<file path="src/shared/irs_pkg.sv">
// Constants, register map and helper functions of the readout sequencer
// ==========================================================================
// Summary of operation
// - Normal mode: sample, reset row, sample again, subtract in the amplifier.
// - Non-destructive enable set: rows read without the per-row reset.
// - Setting field only matters when non-destructive is enabled; four codes.
// - Mode 1: left and right row clocks identical, no electronic shutter.
// - Mode 2: rows read alternately by left and right pointers.
// - Setting 3: left row reset and read, then right row read only.
// - Setting 4: left then right row read, neither reset.
// - Non-destructive readout drives reset buses to the dark reference level.
// - Reset-before-read resets each line, except right row in mode 2.
// - Fast row reset drives left and right row registers identically.
// - Amplifier calibrated each row blanking; 0 coarse, 1 incremental.
// - Frame calibration bit for the first row, line bit for later rows.
// - Continuous column charge replaces per-row precharge.
// - Column shift register clocked at half system rate, odd/even buses.
// - Granularity picks 2,4,8,16 clock sequencer; blanking 142,282,562,1122.
// - Forced black holds black high, disconnects amplifiers, dark bus level.
// - Global pixel hold keeps all pixels in reset while set.
// - Converter clock source bit: 0 internal, 1 external.
// - Transfer-law bit: 0 linear, 1 gamma companding.
// - Bit-flip bit: 0 pass converter bits, 1 invert every bit.
// - Each row clock advances pointer, and integration counter until it equals integration time; mode 2 halves.
package irs_pkg;
   localparam int ROW_W_DEF = 12;
   localparam int ADC_W_DEF = 10;
   localparam int BLANK_W = 11;
   // Register indices; byte address is four times the index
   localparam logic [5:0] IDX_SEQ = 6'h00;
   localparam logic [5:0] IDX_INT = 6'h03;
   localparam logic [5:0] IDX_ADC = 6'h0C;
   localparam logic [5:0] IDX_RSVD_A = 6'h0D;
   localparam logic [5:0] IDX_RSVD_B = 6'h0E;
   localparam logic [5:0] IDX_RSVD_C = 6'h0F;
   localparam logic [5:0] IDX_STATUS = 6'h10;
   localparam int IDX_LSB = 2;
   localparam int IDX_MSB = 7;
   // Sequencer configuration fields
   localparam int SEQ_W = 12;
   localparam int SEQ_NDR = 0;
   localparam int SEQ_SET_LO = 1;
   localparam int SEQ_SET_HI = 2;
   localparam int SEQ_RBR = 3;
   localparam int SEQ_FAST = 4;
   localparam int SEQ_FCAL = 5;
   localparam int SEQ_LCAL = 6;
   localparam int SEQ_CC = 7;
   localparam int SEQ_GRAN_LO = 8;
   localparam int SEQ_GRAN_HI = 9;
   localparam int SEQ_BLACK = 10;
   localparam int SEQ_RALL = 11;
   localparam logic [11:0] SEQ_RST = 12'h100;
   localparam logic [11:0] INT_RST = 12'h001;
   // Converter configuration fields
   localparam int ADC_CFG_W = 11;
   localparam int ADC_EXTCLK = 4;
   localparam int ADC_GAMMA = 9;
   localparam int ADC_FLIP = 10;
   localparam logic [10:0] ADC_RST = 11'h000;
   localparam int STAT_HALF = 16;
   // Non-destructive setting codes
   localparam logic [1:0] ND_M1_RESET = 2'h0;
   localparam logic [1:0] ND_M1_READ = 2'h1;
   localparam logic [1:0] ND_M2_RESET = 2'h2;
   localparam logic [1:0] ND_M2_READ = 2'h3;
   // Row blanking lengths in system clocks per granularity code
   localparam logic [10:0] BLANK_G0 = 11'h08E;
   localparam logic [10:0] BLANK_G1 = 11'h11A;
   localparam logic [10:0] BLANK_G2 = 11'h232;
   localparam logic [10:0] BLANK_G3 = 11'h462;
   localparam logic [10:0] BLANK_ONE = 11'h001;
   localparam logic [4:0] XSEQ_BASE = 5'h02;
   localparam logic [4:0] XSEQ_ONE = 5'h01;

   typedef enum logic {PH_LEFT, PH_RIGHT} irs_phase_t;

   function automatic logic [BLANK_W-1:0] blankLen(input logic [1:0] gran);
      case (gran)
         2'h0: blankLen = BLANK_G0;
         2'h1: blankLen = BLANK_G1;
         2'h2: blankLen = BLANK_G2;
         default: blankLen = BLANK_G3;
      endcase
   endfunction : blankLen

   function automatic logic [4:0] xSeqPeriod(input logic [1:0] gran);
      xSeqPeriod = 5'(XSEQ_BASE << gran);
   endfunction : xSeqPeriod
endpackage : irs_pkg

</file>
<file path="src/shared/irs_seq_if.sv">
// Link between sequencer control and the blanking and column timer
`timescale 1ns/1ps
`default_nettype none
interface irs_seq_if;
   logic [1:0] gran;
   logic start;
   logic blanking;
   logic xSeqTick;
   logic colShiftClk;
   modport timer(input gran, input start, output blanking, output xSeqTick, output colShiftClk);
   modport ctrl(output gran, output start, input blanking, input xSeqTick, input colShiftClk);
endinterface : irs_seq_if
`default_nettype wire

</file>
<file path="src/logic/irs_blank_timer.sv">
// Row blanking timer, X-sequencer divider and column shift clock
`timescale 1ns/1ps
`default_nettype none
module irs_blank_timer (
   // Clock, reset and enable
   input wire logic clk,
   input wire logic sys_rst,
   input wire logic ce,
   // Link to sequencer control
   irs_seq_if.timer sq
);
   import irs_pkg::*;

   logic [BLANK_W-1:0] blankCnt_r;
   logic [BLANK_W-1:0] runLen_r;
   logic blanking_r;
   logic [1:0] granLat_r;
   logic [4:0] xDiv_r;
   logic xTick_r;
   logic colClk_r;

   // ======================================================================
   // Decode
   wire [BLANK_W-1:0] blankLenNow = blankLen(sq.gran);
   wire [4:0] xPeriod = xSeqPeriod(granLat_r);
   wire blankEnd = blanking_r && (blankCnt_r == BLANK_ONE);
   wire xWrap = (xDiv_r == 5'(xPeriod - XSEQ_ONE));

   // ======================================================================
   // Blanking countdown, restarted by every row clock
   always_ff @(posedge clk or posedge sys_rst) begin
      if (sys_rst) begin
         blankCnt_r <= '0;
         blanking_r <= 1'b0;
         granLat_r <= 2'h0;
      end else if (ce) begin
         if (sq.start) begin
            blankCnt_r <= blankLenNow;
            blanking_r <= 1'b1;
            granLat_r <= sq.gran;
         end else if (blanking_r) begin
            blankCnt_r <= BLANK_W'(blankCnt_r - BLANK_ONE);
            blanking_r <= !blankEnd;
         end
      end
   end

   // ======================================================================
   // Sequencer tick and half-rate column clock
   always_ff @(posedge clk or posedge sys_rst) begin
      if (sys_rst) begin
         xDiv_r <= 5'h00;
         xTick_r <= 1'b0;
         colClk_r <= 1'b0;
      end else if (ce) begin
         xDiv_r <= (sq.start || xWrap) ? 5'h00 : 5'(xDiv_r + XSEQ_ONE);
         xTick_r <= xWrap;
         colClk_r <= !colClk_r;
      end
   end

   assign sq.blanking = blanking_r;
   assign sq.xSeqTick = xTick_r;
   assign sq.colShiftClk = colClk_r;

   // ======================================================================
   // Checks
   always_ff @(posedge clk or posedge sys_rst) begin
      if (sys_rst) begin
         runLen_r <= '0;
      end else if (ce) begin
         if (sq.start) begin
            runLen_r <= BLANK_ONE;
         end else if (blanking_r && !blankEnd) begin
            runLen_r <= BLANK_W'(runLen_r + BLANK_ONE);
         end
      end
   end
endmodule : irs_blank_timer
`default_nettype wire

</file>
<file path="src/logic/irs_readout_top.sv">
// Readout sequencer top: APB registers, row sequencing, converter options
//
// Added by the designer: the APB register port.
`timescale 1ns/1ps
`default_nettype none
module irs_readout_top #(
   parameter int ROW_W = irs_pkg::ROW_W_DEF,
   parameter int ADC_W = irs_pkg::ADC_W_DEF
) (
   // Clock, reset and enable
   input wire logic clk,
   input wire logic sys_rst,
   input wire logic ce,
   // APB slave
   input wire logic psel,
   input wire logic penable,
   input wire logic pwrite,
   input wire logic [7:0] paddr,
   input wire logic [31:0] pwdata,
   output logic [31:0] prdata,
   output logic pready,
   output logic pslverr,
   // Controller pins
   input wire logic rowClkPin,
   input wire logic frameStartPin,
   // Row drivers
   output logic leftRowClk,
   output logic rightRowClk,
   output logic leftRowReset,
   output logic rightRowReset,
   output logic [ROW_W-1:0] leftPtr,
   output logic [ROW_W-1:0] rightPtr,
   // Analog chain control
   output logic doubleSample,
   output logic resetBusDark,
   output logic blackHold,
   output logic colAmpDisconnect,
   output logic globalPixelReset,
   output logic continuousColumnCharge,
   output logic colPrecharge,
   output logic calActive,
   output logic calCoarse,
   output logic colShiftClk,
   output logic xSeqTick,
   // Converter
   input wire logic [ADC_W-1:0] adcDataIn,
   output logic [ADC_W-1:0] adcDataOut,
   output logic converterClockSource,
   output logic gammaLaw
);
   import irs_pkg::*;

   function automatic logic [ROW_W-1:0] rowInc(input logic [ROW_W-1:0] v);
      rowInc = ROW_W'(v + 1'b1);
   endfunction : rowInc

   logic [SEQ_W-1:0] seqCfg_r;
   logic [ROW_W-1:0] intTime_r;
   logic [ADC_CFG_W-1:0] adcCfg_r;
   logic [31:0] prdata_r;
   logic pready_r;
   logic pslverr_r;
   logic [2:0] rowSync_r;
   logic [2:0] frameSync_r;
   logic [ROW_W-1:0] leftPtr_r;
   logic [ROW_W-1:0] rightPtr_r;
   logic [ROW_W-1:0] intCnt_r;
   logic rightActive_r;
   logic firstRow_r;
   irs_phase_t phase_r;
   logic leftRowClk_r;
   logic rightRowClk_r;
   logic leftRowReset_r;
   logic rightRowReset_r;
   logic doubleSample_r;
   logic resetBusDark_r;
   logic blackHold_r;
   logic globalPixelReset_r;
   logic contCharge_r;
   logic colPrecharge_r;
   logic calCoarse_r;
   logic convSrc_r;
   logic gamma_r;
   logic [ADC_W-1:0] adcDataOut_r;

   irs_seq_if sq();

   // ======================================================================
   // APB decode
   wire [5:0] regIdx = paddr[IDX_MSB:IDX_LSB];
   wire hitSeq = (regIdx == IDX_SEQ);
   wire hitInt = (regIdx == IDX_INT);
   wire hitAdc = (regIdx == IDX_ADC);
   wire hitStat = (regIdx == IDX_STATUS);
   wire hitRsvd = (regIdx == IDX_RSVD_A) || (regIdx == IDX_RSVD_B) || (regIdx == IDX_RSVD_C);
   wire hitMapped = hitSeq || hitInt || hitAdc || hitStat || hitRsvd;
   wire setupPhase = psel && !penable;
   wire wrDone = psel && penable && pwrite && pready_r;
   wire [31:0] statusWord = {STAT_HALF'(rightPtr_r), STAT_HALF'(leftPtr_r)};
   // Reserved slots fall through to zero
   wire [31:0] rdMux = hitSeq ? 32'(seqCfg_r) :
                       hitInt ? 32'(intTime_r) :
                       hitAdc ? 32'(adcCfg_r) :
                       hitStat ? statusWord : 32'h0000_0000;

   // ======================================================================
   // APB handshake: no wait state, answer loaded in the setup cycle
   always_ff @(posedge clk or posedge sys_rst) begin
      if (sys_rst) begin
         pready_r <= 1'b0;
         prdata_r <= 32'h0000_0000;
         pslverr_r <= 1'b0;
      end else if (ce) begin
         pready_r <= setupPhase;
         if (setupPhase) begin
            prdata_r <= pwrite ? 32'h0000_0000 : rdMux;
            pslverr_r <= !hitMapped;
         end
      end
   end

   // ======================================================================
   // Configuration registers; reserved and status writes are dropped
   always_ff @(posedge clk or posedge sys_rst) begin
      if (sys_rst) begin
         seqCfg_r <= SEQ_RST;
         intTime_r <= ROW_W'(INT_RST);
         adcCfg_r <= ADC_RST;
      end else if (ce && wrDone) begin
         if (hitSeq) begin
            seqCfg_r <= pwdata[SEQ_W-1:0];
         end
         if (hitInt) begin
            intTime_r <= pwdata[ROW_W-1:0];
         end
         if (hitAdc) begin
            adcCfg_r <= pwdata[ADC_CFG_W-1:0];
         end
      end
   end

   // ======================================================================
   // Pin synchronisers
   always_ff @(posedge clk or posedge sys_rst) begin
      if (sys_rst) begin
         rowSync_r <= 3'h0;
         frameSync_r <= 3'h0;
      end else if (ce) begin
         rowSync_r <= {rowSync_r[1:0], rowClkPin};
         frameSync_r <= {frameSync_r[1:0], frameStartPin};
      end
   end

   // ======================================================================
   // Mode decode
   wire ndrOn = seqCfg_r[SEQ_NDR];
   wire [1:0] ndSet = seqCfg_r[SEQ_SET_HI:SEQ_SET_LO];
   wire mode1 = ndrOn && !ndSet[1];
   wire mode2 = ndrOn && ndSet[1];
   wire fastRst = seqCfg_r[SEQ_FAST];
   wire black = seqCfg_r[SEQ_BLACK];
   wire identical = fastRst || mode1;
   wire rowPulse = ce && rowSync_r[1] && !rowSync_r[2];
   wire framePulse = ce && frameSync_r[1] && !frameSync_r[2];
   wire onRight = mode2 && (phase_r == PH_RIGHT);
   // Reset of the row being read
   wire readReset = !ndrOn || (ndSet == ND_M1_RESET) || (ndSet == ND_M2_RESET);
   wire leftResetNxt = !onRight && (readReset || seqCfg_r[SEQ_RBR]);
   // Shutter reset of the right row in normal mode; none in mode 2
   wire rightResetNxt = identical ? leftResetNxt : (!ndrOn && rightActive_r);
   wire leftClkNxt = identical || !onRight;
   wire rightClkNxt = identical || onRight || (!ndrOn && rightActive_r);
   wire advance = !mode2 || onRight;
   wire intHit = (intCnt_r == intTime_r);

   wire [ROW_W-1:0] leftPtrNxt = (!onRight) ? rowInc(leftPtr_r) : leftPtr_r;
   wire [ROW_W-1:0] rightPtrNxt = identical ? leftPtrNxt :
                                  (advance && intHit && !rightActive_r) ? '0 :
                                  (advance && rightActive_r) ? rowInc(rightPtr_r) : rightPtr_r;
   wire [ROW_W-1:0] intCntNxt = (advance && !intHit) ? rowInc(intCnt_r) : intCnt_r;

   // ======================================================================
   // Row pointers, integration counter and mode 2 phase
   always_ff @(posedge clk or posedge sys_rst) begin
      if (sys_rst) begin
         leftPtr_r <= '0;
         rightPtr_r <= '0;
         intCnt_r <= '0;
         rightActive_r <= 1'b0;
         firstRow_r <= 1'b1;
         phase_r <= PH_LEFT;
      end else if (framePulse) begin
         leftPtr_r <= '0;
         rightPtr_r <= '0;
         intCnt_r <= '0;
         rightActive_r <= 1'b0;
         firstRow_r <= 1'b1;
         phase_r <= PH_LEFT;
      end else if (rowPulse) begin
         leftPtr_r <= leftPtrNxt;
         rightPtr_r <= rightPtrNxt;
         intCnt_r <= intCntNxt;
         rightActive_r <= rightActive_r || (advance && intHit);
         firstRow_r <= 1'b0;
         case (phase_r)
            PH_LEFT: phase_r <= mode2 ? PH_RIGHT : PH_LEFT;
            PH_RIGHT: phase_r <= PH_LEFT;
            default: phase_r <= PH_LEFT;
         endcase
      end
   end

   // ======================================================================
   // Row strobes and analog control levels
   always_ff @(posedge clk or posedge sys_rst) begin
      if (sys_rst) begin
         leftRowClk_r <= 1'b0;
         rightRowClk_r <= 1'b0;
         leftRowReset_r <= 1'b0;
         rightRowReset_r <= 1'b0;
         colPrecharge_r <= 1'b0;
         calCoarse_r <= 1'b0;
      end else if (ce) begin
         leftRowClk_r <= rowPulse && leftClkNxt;
         rightRowClk_r <= rowPulse && rightClkNxt;
         leftRowReset_r <= rowPulse && leftClkNxt && leftResetNxt;
         rightRowReset_r <= rowPulse && rightClkNxt && rightResetNxt;
         colPrecharge_r <= rowPulse && !seqCfg_r[SEQ_CC];
         if (rowPulse) begin
            calCoarse_r <= firstRow_r ? !seqCfg_r[SEQ_FCAL] : !seqCfg_r[SEQ_LCAL];
         end
      end
   end

   always_ff @(posedge clk or posedge sys_rst) begin
      if (sys_rst) begin
         doubleSample_r <= 1'b1;
         resetBusDark_r <= 1'b0;
         blackHold_r <= 1'b0;
         globalPixelReset_r <= 1'b0;
         contCharge_r <= 1'b0;
         convSrc_r <= 1'b0;
         gamma_r <= 1'b0;
         adcDataOut_r <= '0;
      end else if (ce) begin
         doubleSample_r <= !ndrOn;
         resetBusDark_r <= ndrOn || black;
         blackHold_r <= black;
         globalPixelReset_r <= seqCfg_r[SEQ_RALL];
         contCharge_r <= seqCfg_r[SEQ_CC];
         convSrc_r <= adcCfg_r[ADC_EXTCLK];
         gamma_r <= adcCfg_r[ADC_GAMMA];
         adcDataOut_r <= adcCfg_r[ADC_FLIP] ? ~adcDataIn : adcDataIn;
      end
   end

   // ======================================================================
   // Blanking and column timing
   assign sq.gran = seqCfg_r[SEQ_GRAN_HI:SEQ_GRAN_LO];
   assign sq.start = rowPulse;

   irs_blank_timer u_timer (
      .clk(clk),
      .sys_rst(sys_rst),
      .ce(ce),
      .sq(sq)
   );

   // ======================================================================
   // Outputs
   assign prdata = prdata_r;
   assign pready = pready_r;
   assign pslverr = pslverr_r;
   assign leftRowClk = leftRowClk_r;
   assign rightRowClk = rightRowClk_r;
   assign leftRowReset = leftRowReset_r;
   assign rightRowReset = rightRowReset_r;
   assign leftPtr = leftPtr_r;
   assign rightPtr = rightPtr_r;
   assign doubleSample = doubleSample_r;
   assign resetBusDark = resetBusDark_r;
   assign blackHold = blackHold_r;
   assign colAmpDisconnect = blackHold_r;
   assign globalPixelReset = globalPixelReset_r;
   assign continuousColumnCharge = contCharge_r;
   assign colPrecharge = colPrecharge_r;
   assign calActive = sq.blanking;
   assign calCoarse = calCoarse_r;
   assign colShiftClk = sq.colShiftClk;
   assign xSeqTick = sq.xSeqTick;
   assign adcDataOut = adcDataOut_r;
   assign converterClockSource = convSrc_r;
   assign gammaLaw = gamma_r;
endmodule : irs_readout_top
`default_nettype wire

</file>
<file path="config.mk">
export PLATFORM = sky130hd
export DESIGN_NAME = irs_readout_top
export DESIGN_NICKNAME = d
export VERILOG_FILES = /design/src/shared/irs_pkg.sv /design/src/shared/irs_seq_if.sv /design/src/logic/irs_blank_timer.sv /design/src/logic/irs_readout_top.sv
export SDC_FILE = /design/constraint.sdc
export NUM_CORES = 1
export LEC_CHECK = 0
export BUFFER_PORTS_ARGS = -buffer_cell sky130_fd_sc_hd__buf_4
export CORE_MARGIN = 2
export CORE_UTILIZATION = 58
export CTS_BUF_LIST = sky130_fd_sc_hd__clkbuf_4 sky130_fd_sc_hd__clkbuf_8
export DETAILED_ROUTE_END_ITERATION = 16
export GPL_TIMING_DRIVEN = 0
export PLACE_DENSITY = 0.83
export SLEW_MARGIN = 25
export SYNTH_ARGS = -nofsm -noshare
export SYNTH_HDL_FRONTEND = slang
export SYNTH_SLANG_ARGS = --single-unit
</file>
<file path="constraint.sdc">
create_clock -name clk -period 6.5 [get_ports clk]
set_clock_uncertainty 0.2 [all_clocks]
set_input_delay 0.975 -clock clk [delete_from_list [all_inputs] [get_ports clk]]
set_output_delay 0.975 -clock clk [all_outputs]
set_load 0.02 [all_outputs]
</file>
==> results.txt, run 1 <==
----------------------------------------------------
[Status]
  Status ... finished clean

[Cells and area]
  Fraction of final layout cells sized beyond drive strength 1 ... 0.273
  Number of nets in the finished design ... approximately 900
  Area growth syn-to-layout ... 21.5%
  Multi-input combinational cell area ... roughly 3400 µm²
  Post-Layout Inst Area ... between 9000 and 10000 µm²
  Layout fillers ... approximately 920
  Antenna Diode Count ... 0
  Final standard cell count with taps included and fillers excluded ... slightly above 1000
  Fin util ... 0.717
  Area used by sequential logic in the layout ... between 3000 and 4000 µm²

[Logic synthesis]
  Fraction of registers with async set/reset ... 1.00
  Share of Yosys cell area claimed by the top area cell type ... 0.492
  Number of flops mapped to enable cells by yosys ... 0
  Number of warnings reported in the yosys synthesis log ... 0
  Post-synthesis cell area ... around 7400 µm²
  Library cells used by synthesis ... 66
  Top_reg_cell synth ... dfrtp_1
  Leading post-synthesis cells by instance count ... dfrtp_1 (146), nor2_1 (78), nand2_1 (63)
  Most common cell in the netlist ... dfrtp_1
  Flip-flop and latch count after synthesis ... 150
  Biggest area consumer among synthesized cells ... dfrtp_1
  Synth Area per Inst ... between 10 and 15 µm²
  Sequential fraction of the synthesis area ... 0.506
  Number of cells produced by synthesis ... roughly 710
  Top cells by area in the synthesized netlist ... dfrtp_1 (49%), mux2_2 (7.0%), xnor2_1 (5.9%), nor2_1 (3.9%), nand2_1 (3.2%)

[Timing]
  Period Utilization, post-route ... 0.398
  RSZ-0062 raised after global routing ... no
  Total negative slack for setup checks ... 0 ns
  Final hold vios ... 0
  Slew margin rel. ... 0.477
  Achievable clock frequency ... around 390 MHz
  Max-slew violation count ... 0
  Number of setup violations in the final report ... 0
  Tightest Pin Transition ... roughly 0.78 ns
  Period minus WS final ... 2.59 ns

[Setup path]
  Endpoint type of the worst setup path ... flip-flop
  Bufs and invs on worst path ... 3
  Worst-path cell with the longest stage delay ... nor2_1
  Worst EP arrival ... around 2.8 ns
  Crit Path Max Fanout ... 10
  Critical path startpoint category ... primary input
  Data required time of the worst path ... ~6.7 ns
  Number of stages on the worst setup path ... 7
  Worst path cell trace ... buf_2, buf_2, nand2_1, nor2_1, clkbuf_1, nand2_1, o2bb2ai_1
  Family of cells with the greatest summed delay on the critical path ... buffers and inverters
  Length in cells of the worst reg-to-reg path ... 7
  Worst setup path category ... primary input to flip-flop
  Delay of the slowest cell on the worst path ... 0.49 ns

[Clocking]
  Clock slew at reported path FFs ... 0.09 ns
  Number of CTS-inserted buffers ... 17
  Root Driver ... clkbuf_8
  Post-CTS setup-driven buffer insertion count ... 0
  TritonCTS clock tree ... done
  Clock latency at the later pin of the worst-skew pair ... between 0.4 and 0.5 ns
  Max Buffers Root-to-Sink ... 2
  Hold-fix buffers at CTS ... 0
  # H-tree levels ... 4
  Post-cts resize count ... 0
  Clock net sink count ... 150

[Route]
  Residual DRC count ... 0
  Total Routed Length ... just under 20 mm
  First-pass iteration count of the detailed router ... 6
  Routed len/inst ... between 15 and 20 µm
  Count of vias placed by the detailed router ... about 6100
  Detail Route Antenna Nets ... 0
  Via/cell ratio ... 5.97
  Number of DRC violations after detailed-routing iteration 0 ... about 570

[Power and ir drop]
  Leakage power ... 4.14 nW
  IR drop worst, VDD ... 184 µV
  Pwr per Cell Area ... roughly 280 nW/µm²

[Floorplanning]
  Floorplan row count ... around 40
  Starting Density ... 0.591
  Die area ... roughly 14000 µm²
  I/O pin count ... between 100 and 150
  Placeable Area ... around 13000 µm²
  Die Span Y ... around 120 µm
  Chip Width ... ~120 µm

[Place]
  Gp weighted congestion ... just under 0.9
  Detailed placement HPWL ... roughly 14 mm
  Number of buffers inserted by port buffering ... ~110
  Instance count after placement with tap cells included ... ~1000
  Placed Area ... about 8500 µm²

[Global routing]
  Number of global-route vias before repair ... just under 6000
  Global route total overflow ... 0
  Number of antenna violations at the first check in global routing ... 0
  Wire length of the first global-routing pass ... 31.5 mm
  Maximum number of pins on one net before global-route repair ... 77
  GRT Resource Usage Total ... 0.305

[Job]
  MaxCap Viol Count ... 0

[Hold path]
  Worst hold path depth ... 1
  Worst hold-check path type ... flip-flop to flip-flop

----------------------------------------------------
## worst paths after layout
kind                                                         start                                 end  slack (ns)
worst min-delay path            u_timer.sq.colShiftClk$_DFFE_PP0P_  u_timer.sq.colShiftClk$_DFFE_PP0P_        0.27
worst min register to register  u_timer.sq.colShiftClk$_DFFE_PP0P_  u_timer.sq.colShiftClk$_DFFE_PP0P_        0.27
worst max-delay path                                            ce           rightRowReset$_DFFE_PP0P_        3.91
worst max register to register            intTime_r[0]$_DFFE_PP1P_             rightPtr[4]$_DFFE_PP0P_        4.11
max in group asynchronous                                  sys_rst            intTime_r[0]$_DFFE_PP1P_        4.93
min in group asynchronous                                  sys_rst   u_timer.blankCnt_r[8]$_DFFE_PP0P_        0.38
## power by group
| group | internal, mW | leakage [nW] | switching, mW |
|---|---|---|---|
| Sequential | 1.02 | 1.99 | 0.101 |
| Combinational | 0.204 | 1.91 | 0.302 |
| Clock | 0.498 | 0.237 | 0.368 |
| Total | 1.72 | 4.14 | 0.771 |
## per-stage QoR
stage	hold slack (ns)	setup WS, ns	power [mW]
CTS	0.277	3.91	2.49
finish	0.274	3.91	2.49
global placement	0.257	-0.131	1.60
floorplan	0.242	1.30	1.44
detailed placement	0.259	3.46	1.63
global route	0.286	3.70	2.60
## per-layer routing
metal	global-route usage	wire length, µm	part of all wire	vias to the layer above
met5	0	0	0	-
met4	0.103	381	0.019	0
met3	0.0582	1310	0.066	40
met2	0.502	9800	0.50	274
met1	0.410	8280	0.42	3063
li1	-	-	-	2772
## placed cells by master (no fill, tap or decap), types with 4 or more instances in the layout
cell       netlist  routed
dfrtp_1        146     146
xnor2_1         50      50
a221oi_1        11      11
ha_1            11      11
clkbuf_1        16      16
nand4_1         11      11
mux2_2          46      46
a22o_1          22      22
bufinv_16        0       6
o21ai_0         28      28
a31oi_1          7       7
nor2_1          78      78
clkbuf_8         0      17
o221ai_1         4       4
o2bb2ai_1        4       4
dfstp_2          4       4
a21oi_1         32      32
conb_1           1       8
a21o_1           5       5
buf_2            9       9
buf_4            9     120
nor3_1          15      15
and3_1           9       9
buf_1            7       7
inv_1           17      16
nand3_1         17      17
xor2_1          17      17
nand2_1         63      63
o32a_1           5       5
nor4_1           5       5
or3_1            4       4
## sequential cells by signal (all words and copies together) (netlist names), 2 cells and up
name                count
u_timer.granLat_r       2
leftPtr                12
adcCfg_r               11
u_timer.xDiv_r          5
u_timer.blankCnt_r     11
rightPtr               12
frameSync_r             3
intTime_r              12
intCnt_r               12
seqCfg_r               12
prdata                 24
adcDataOut             10
rowSync_r               3
## cell type report
type	count	area share
Sequential cell	150	0.417
Multi-Input combinational cell	503	0.377
Buffer	44	0.0251
Clock buffer	17	0.0259
Timing Repair Buffer	112	0.0955
Clock inverter	15	0.0276
Tap cell	172	0.0239
Inverter	17	0.00791
## worst register-to-register path: stages, from the launching register on
cell,delay (ns)
dfstp_2,0.58
xnor2_1,0.13
nand4_1,0.16
nor3_4,0.45
buf_2,0.33
nand2_1,0.08
a211oi_1,0.22
nor4_1,0.10
## logic make-up after synthesis
kind of cell / count (synthesis) / share of synthesized area
AO/OA/AOI/OAI: 140 / 0.133
XOR/XNOR: 67 / 0.0790
adder cells (fa/ha/maj): 11 / 0.0185
buffers and inverters: 61 / 0.0391
flip-flops: 150 / 0.506
multiplexers: 48 / 0.0725
other: 1 / 0.000505
AND/OR/NAND/NOR: 229 / 0.151
Note: power is estimated with default switching activity, not from simulation.
==> run 2: changes to the inputs <==
--- a/config.mk
+++ b/config.mk
@@ -5,6 +5,7 @@
 export SDC_FILE = /design/constraint.sdc
 export NUM_CORES = 1
 export LEC_CHECK = 0
+export ABC_AREA = 1
 export BUFFER_PORTS_ARGS = -buffer_cell sky130_fd_sc_hd__buf_4
 export CORE_MARGIN = 2
 export CORE_UTILIZATION = 58
==> constraint.sdc (replaced) <==
create_clock -name clk -period 2.68 [get_ports clk]
set_clock_uncertainty 0.2 [all_clocks]
set_input_delay 0.402 -clock clk [delete_from_list [all_inputs] [get_ports clk]]
set_output_delay 0.402 -clock clk [all_outputs]
set_load 0.02 [all_outputs]
==> run 2 against run 1 <==
Net effect:
- clock-buffer cell count increased by 2
- first-iteration DRC count increased by 37%
- combinational power increased to 3.2 times the previous value
- synthesized cell count increased by 40%
- non-clock buffer count increased by 9
- worst hold slack got worse by 0.26 ns
- largest power group unchanged
==> results.txt, run 2 <==
----------------------------------------------------
[Route]
  Count of vias placed by the detailed router ... roughly 7300
  Detail Route Antenna Nets ... 0
  Residual DRC count ... 0
  Routed len/inst ... between 15 and 20 µm
  Via/cell ratio ... around 5.5
  Total Routed Length ... approximately 21 mm
  Number of DRC violations after detailed-routing iteration 0 ... around 780
  First-pass iteration count of the detailed router ... 6

[Setup path]
  Worst R2R Start ... intTime_r[0]$_DFFE_PP1P_
  Crit Path Max Fanout ... 10
  Worst setup path category ... primary input to flip-flop
  Data required time of the worst path ... ~2.9 ns
  Reg2reg end ... rightPtr[6]$_DFFE_PP0P_
  Critical path launch point ... ce
  Critical Path End ... prdata[9]$_DFFE_PP0P_
  Endpoint type of the worst setup path ... flip-flop
  Critical path startpoint category ... primary input
  Worst EP arrival ... 2.59 ns
  R2R setup slack ... around 0.56 ns
  Length in cells of the worst reg-to-reg path ... 12

[Logic synthesis]
  Biggest area consumer among synthesized cells ... dfrtp_1
  Number of warnings reported in the yosys synthesis log ... 0
  Main combinational cell family by area after synthesis ... simple AND/OR/NAND/NOR gates
  Synth Area per Inst ... just under 8 µm²
  Top_reg_cell synth ... dfrtp_1
  Leading post-synthesis cells by instance count ... nand2_1 (326), dfrtp_1 (146), o21ai_0 (106)
  Synth Area in Compound Gates ... 0.125
  Area fraction in and, or, nand and nor cells after synthesis ... 0.250
  Number of flops mapped to enable cells by yosys ... 0
  Number of cells produced by synthesis ... between 900 and 1000
  Mux cell area share after synthesis ... 0
  Fraction of registers with async set/reset ... 1.00
  Post-synthesis cell area ... between 7000 and 8000 µm²
  Post-synthesis share of cell area spent on full adders, half adders and majority gates ... 0.0177
  Share of Yosys cell area claimed by the top area cell type ... 0.470
  Top cells by area in the synthesized netlist ... dfrtp_1 (47%), nand2_1 (16%), o21ai_0 (6.8%), inv_1 (4.8%), nor2_1 (3.2%)
  Library cells used by synthesis ... 41
  Sequential fraction of the synthesis area ... 0.483
  Xor/xnor cell area share of the yosys netlist ... 0.0406
  Flip-flop and latch count after synthesis ... 150
  Most common cell in the netlist ... nand2_1

[Status]
  Status ... finished clean

[Timing]
  Max-slew violation count ... 0
  Post-route worst hold slack ... between 0.01 and 0.015 ns
  Number of setup violations in the final report ... 0
  Final hold vios ... 0
  Total negative slack for setup checks ... 0 ns
  Achievable clock frequency ... about 420 MHz
  Period minus WS final ... between 2 and 2.5 ns
  RSZ-0062 raised after global routing ... no
  Period Utilization, post-route ... 0.893
  Worst setup margin ... around 0.29 ns
  Tightest Pin Transition ... between 0.5 and 0.6 ns
  Slew margin rel. ... 0.632

[Clocking]
  Post-CTS setup-driven buffer insertion count ... 0
  Hold-fix buffers at CTS ... 4
  Max Buffers Root-to-Sink ... 2
  Clock slew at reported path FFs ... around 0.09 ns
  Clock latency at the later pin of the worst-skew pair ... 0.48 ns
  Post-cts resize count ... 0
  TritonCTS clock tree ... done
  Number of CTS-inserted buffers ... 17
  # H-tree levels ... 4
  Clock net sink count ... 150
  Root Driver ... clkbuf_8

[Place]
  Worst slack after detailed placement ... ~0.39 ns
  Detailed placement HPWL ... 15.8 mm
  Placed Area ... around 9000 µm²
  Number of buffers inserted by port buffering ... between 100 and 150
  Gp weighted congestion ... around 0.91

[Floorplanning]
  Placeable Area ... roughly 13000 µm²
  I/O pin count ... ~140
  Starting Density ... 0.589
  Die area ... 14300 µm²
  Die Span Y ... 120 µm
  Floorplan row count ... 42
  Chip Width ... roughly 120 µm

[Cells and area]
  Antenna Diode Count ... 0
  Fraction of final layout cells sized beyond drive strength 1 ... 0.167
  Post-Layout Inst Area ... 9500 µm²
  Number of nets in the finished design ... around 1200
  Most used cells in the layout excluding fill and tap cells ... nand2_1 (326), dfrtp_1 (146), buf_4 (120)
  Area used by sequential logic in the layout ... approximately 3800 µm²
  Layout fillers ... ~1000
  Max FFs per register ... 24
  Most frequent standard cell in the layout excluding fill and tap cells ... nand2_1
  Multi-input combinational cell area ... roughly 3400 µm²
  Area growth syn-to-layout ... 22.2%

[Power and ir drop]
  Internal power consumption ... approximately 4.4 mW
  Leakage power ... between 4 and 5 nW
  Share of power burned in registers ... 0.426
  IR drop worst, VDD ... 474 µV
  Fraction of power consumed by combinational cells ... 0.249
  Pwr per Cell Area ... around 690 nW/µm²
  Net switching power ... approximately 2.2 mW
  Design Power ... 6.53 mW
  Part of the power in the clock network ... 0.325
  Switching fraction of total power ... 0.331

[Hold path]
  Worst hold-check path type ... primary input to flip-flop

[Global routing]
  GRT Resource Usage Total ... 0.307
  Number of global-route vias before repair ... 6920
  Number of antenna violations at the first check in global routing ... 0
  Global route total overflow ... 0
  Maximum number of pins on one net before global-route repair ... 31
  Wire length of the first global-routing pass ... between 30 and 40 mm

[Job]
  MaxCap Viol Count ... 0

----------------------------------------------------
-- run 2: cell count changes after synthesis, moves of 23 or more --
cell / delta
o21ai_0: +78
mux2_2: -46
nand3_1: +23
inv_1: +83
nand2_1: +263
xnor2_1: -36
-- run 2: critical path: stages --
cell	delay [ns]
dlygate4sd3_1	0.55
buf_6	0.14
nand2_1	0.06
nor2_1	0.20
inv_2	0.15
nor2_1	0.42
buf_2	0.34
o211ai_1	0.21
nand2_1	0.11
-- run 2: through the flow --
stage,instances,utilization
after CTS,1325,0.720
final,1325,0.720
after floorplan,998,-
after global routing,1325,0.720
after detailed placement,1290,0.680
after global placement,1285,0.672
-- run 2: kinds of logic (layout without fill, tap and decap cells) --
group                    Yosys count  in the layout
other                              1              8
XOR/XNOR                          36             36
adder cells (fa/ha/maj)           11             11
AO/OA/AOI/OAI                    169            169
buffers and inverters            151            302
AND/OR/NAND/NOR                  473            473
flip-flops                       150            150
-- run 2: how the worst min path moves through the flow --
| stage | from | to | slack, ns | cells after the start |
|---|---|---|---|---|
| 3_3_place_gp | u_timer.sq.colShiftClk$_DFFE_PP0P_ | u_timer.sq.colShiftClk$_DFFE_PP0P_ | 0.26 | 1 |
| 6_report | adcDataIn[2] | adcDataOut[2]$_DFFE_PP0P_ | 0.01 | 3 |
| 4_1_cts | adcDataIn[2] | adcDataOut[2]$_DFFE_PP0P_ | 0.002 | 3 |
| 5_1_grt | adcDataIn[5] | adcDataOut[5]$_DFFE_PP0P_ | 0.02 | 3 |
| 3_5_place_dp | frameSync_r[2]$_DFFE_PP0P_ | frameSync_r[2]$_DFFE_PP0P_ | 0.26 | 2 |
| 2_1_floorplan | frameSync_r[0]$_DFFE_PP0P_ | frameSync_r[0]$_DFFE_PP0P_ | 0.24 | 2 |
-- run 2: metal layers --
| metal | share of wire | up-vias | global-route usage |
|---|---|---|---|
| li1 | - | 3479 | - |
| met1 | 0.42 | 3436 | 0.402 |
| met2 | 0.49 | 286 | 0.501 |
| met3 | 0.066 | 54 | 0.0670 |
| met4 | 0.031 | 0 | 0.119 |
| met5 | 0 | - | 0 |
-- run 2: area by class of cell --
class / instances / area share
flip-flops and latches: 150 / 0.396
inverters: 106 / 0.0423
well taps: 176 / 0.0232
clock inverters: 12 / 0.0236
clock buffers: 19 / 0.0275
plain buffers: 45 / 0.0263
multi-input cells: 697 / 0.357
repair buffers: 120 / 0.104
-- run 2: power groups by stage --
stage	logic [mW]	clock network, mW	registers (mW)
floorplan	0.970	0	2.89
global placement	1.53	0	2.81
detailed placement	1.60	0	2.82
CTS	1.62	2.13	2.78
global route	1.81	2.24	2.82
finish	1.62	2.12	2.78
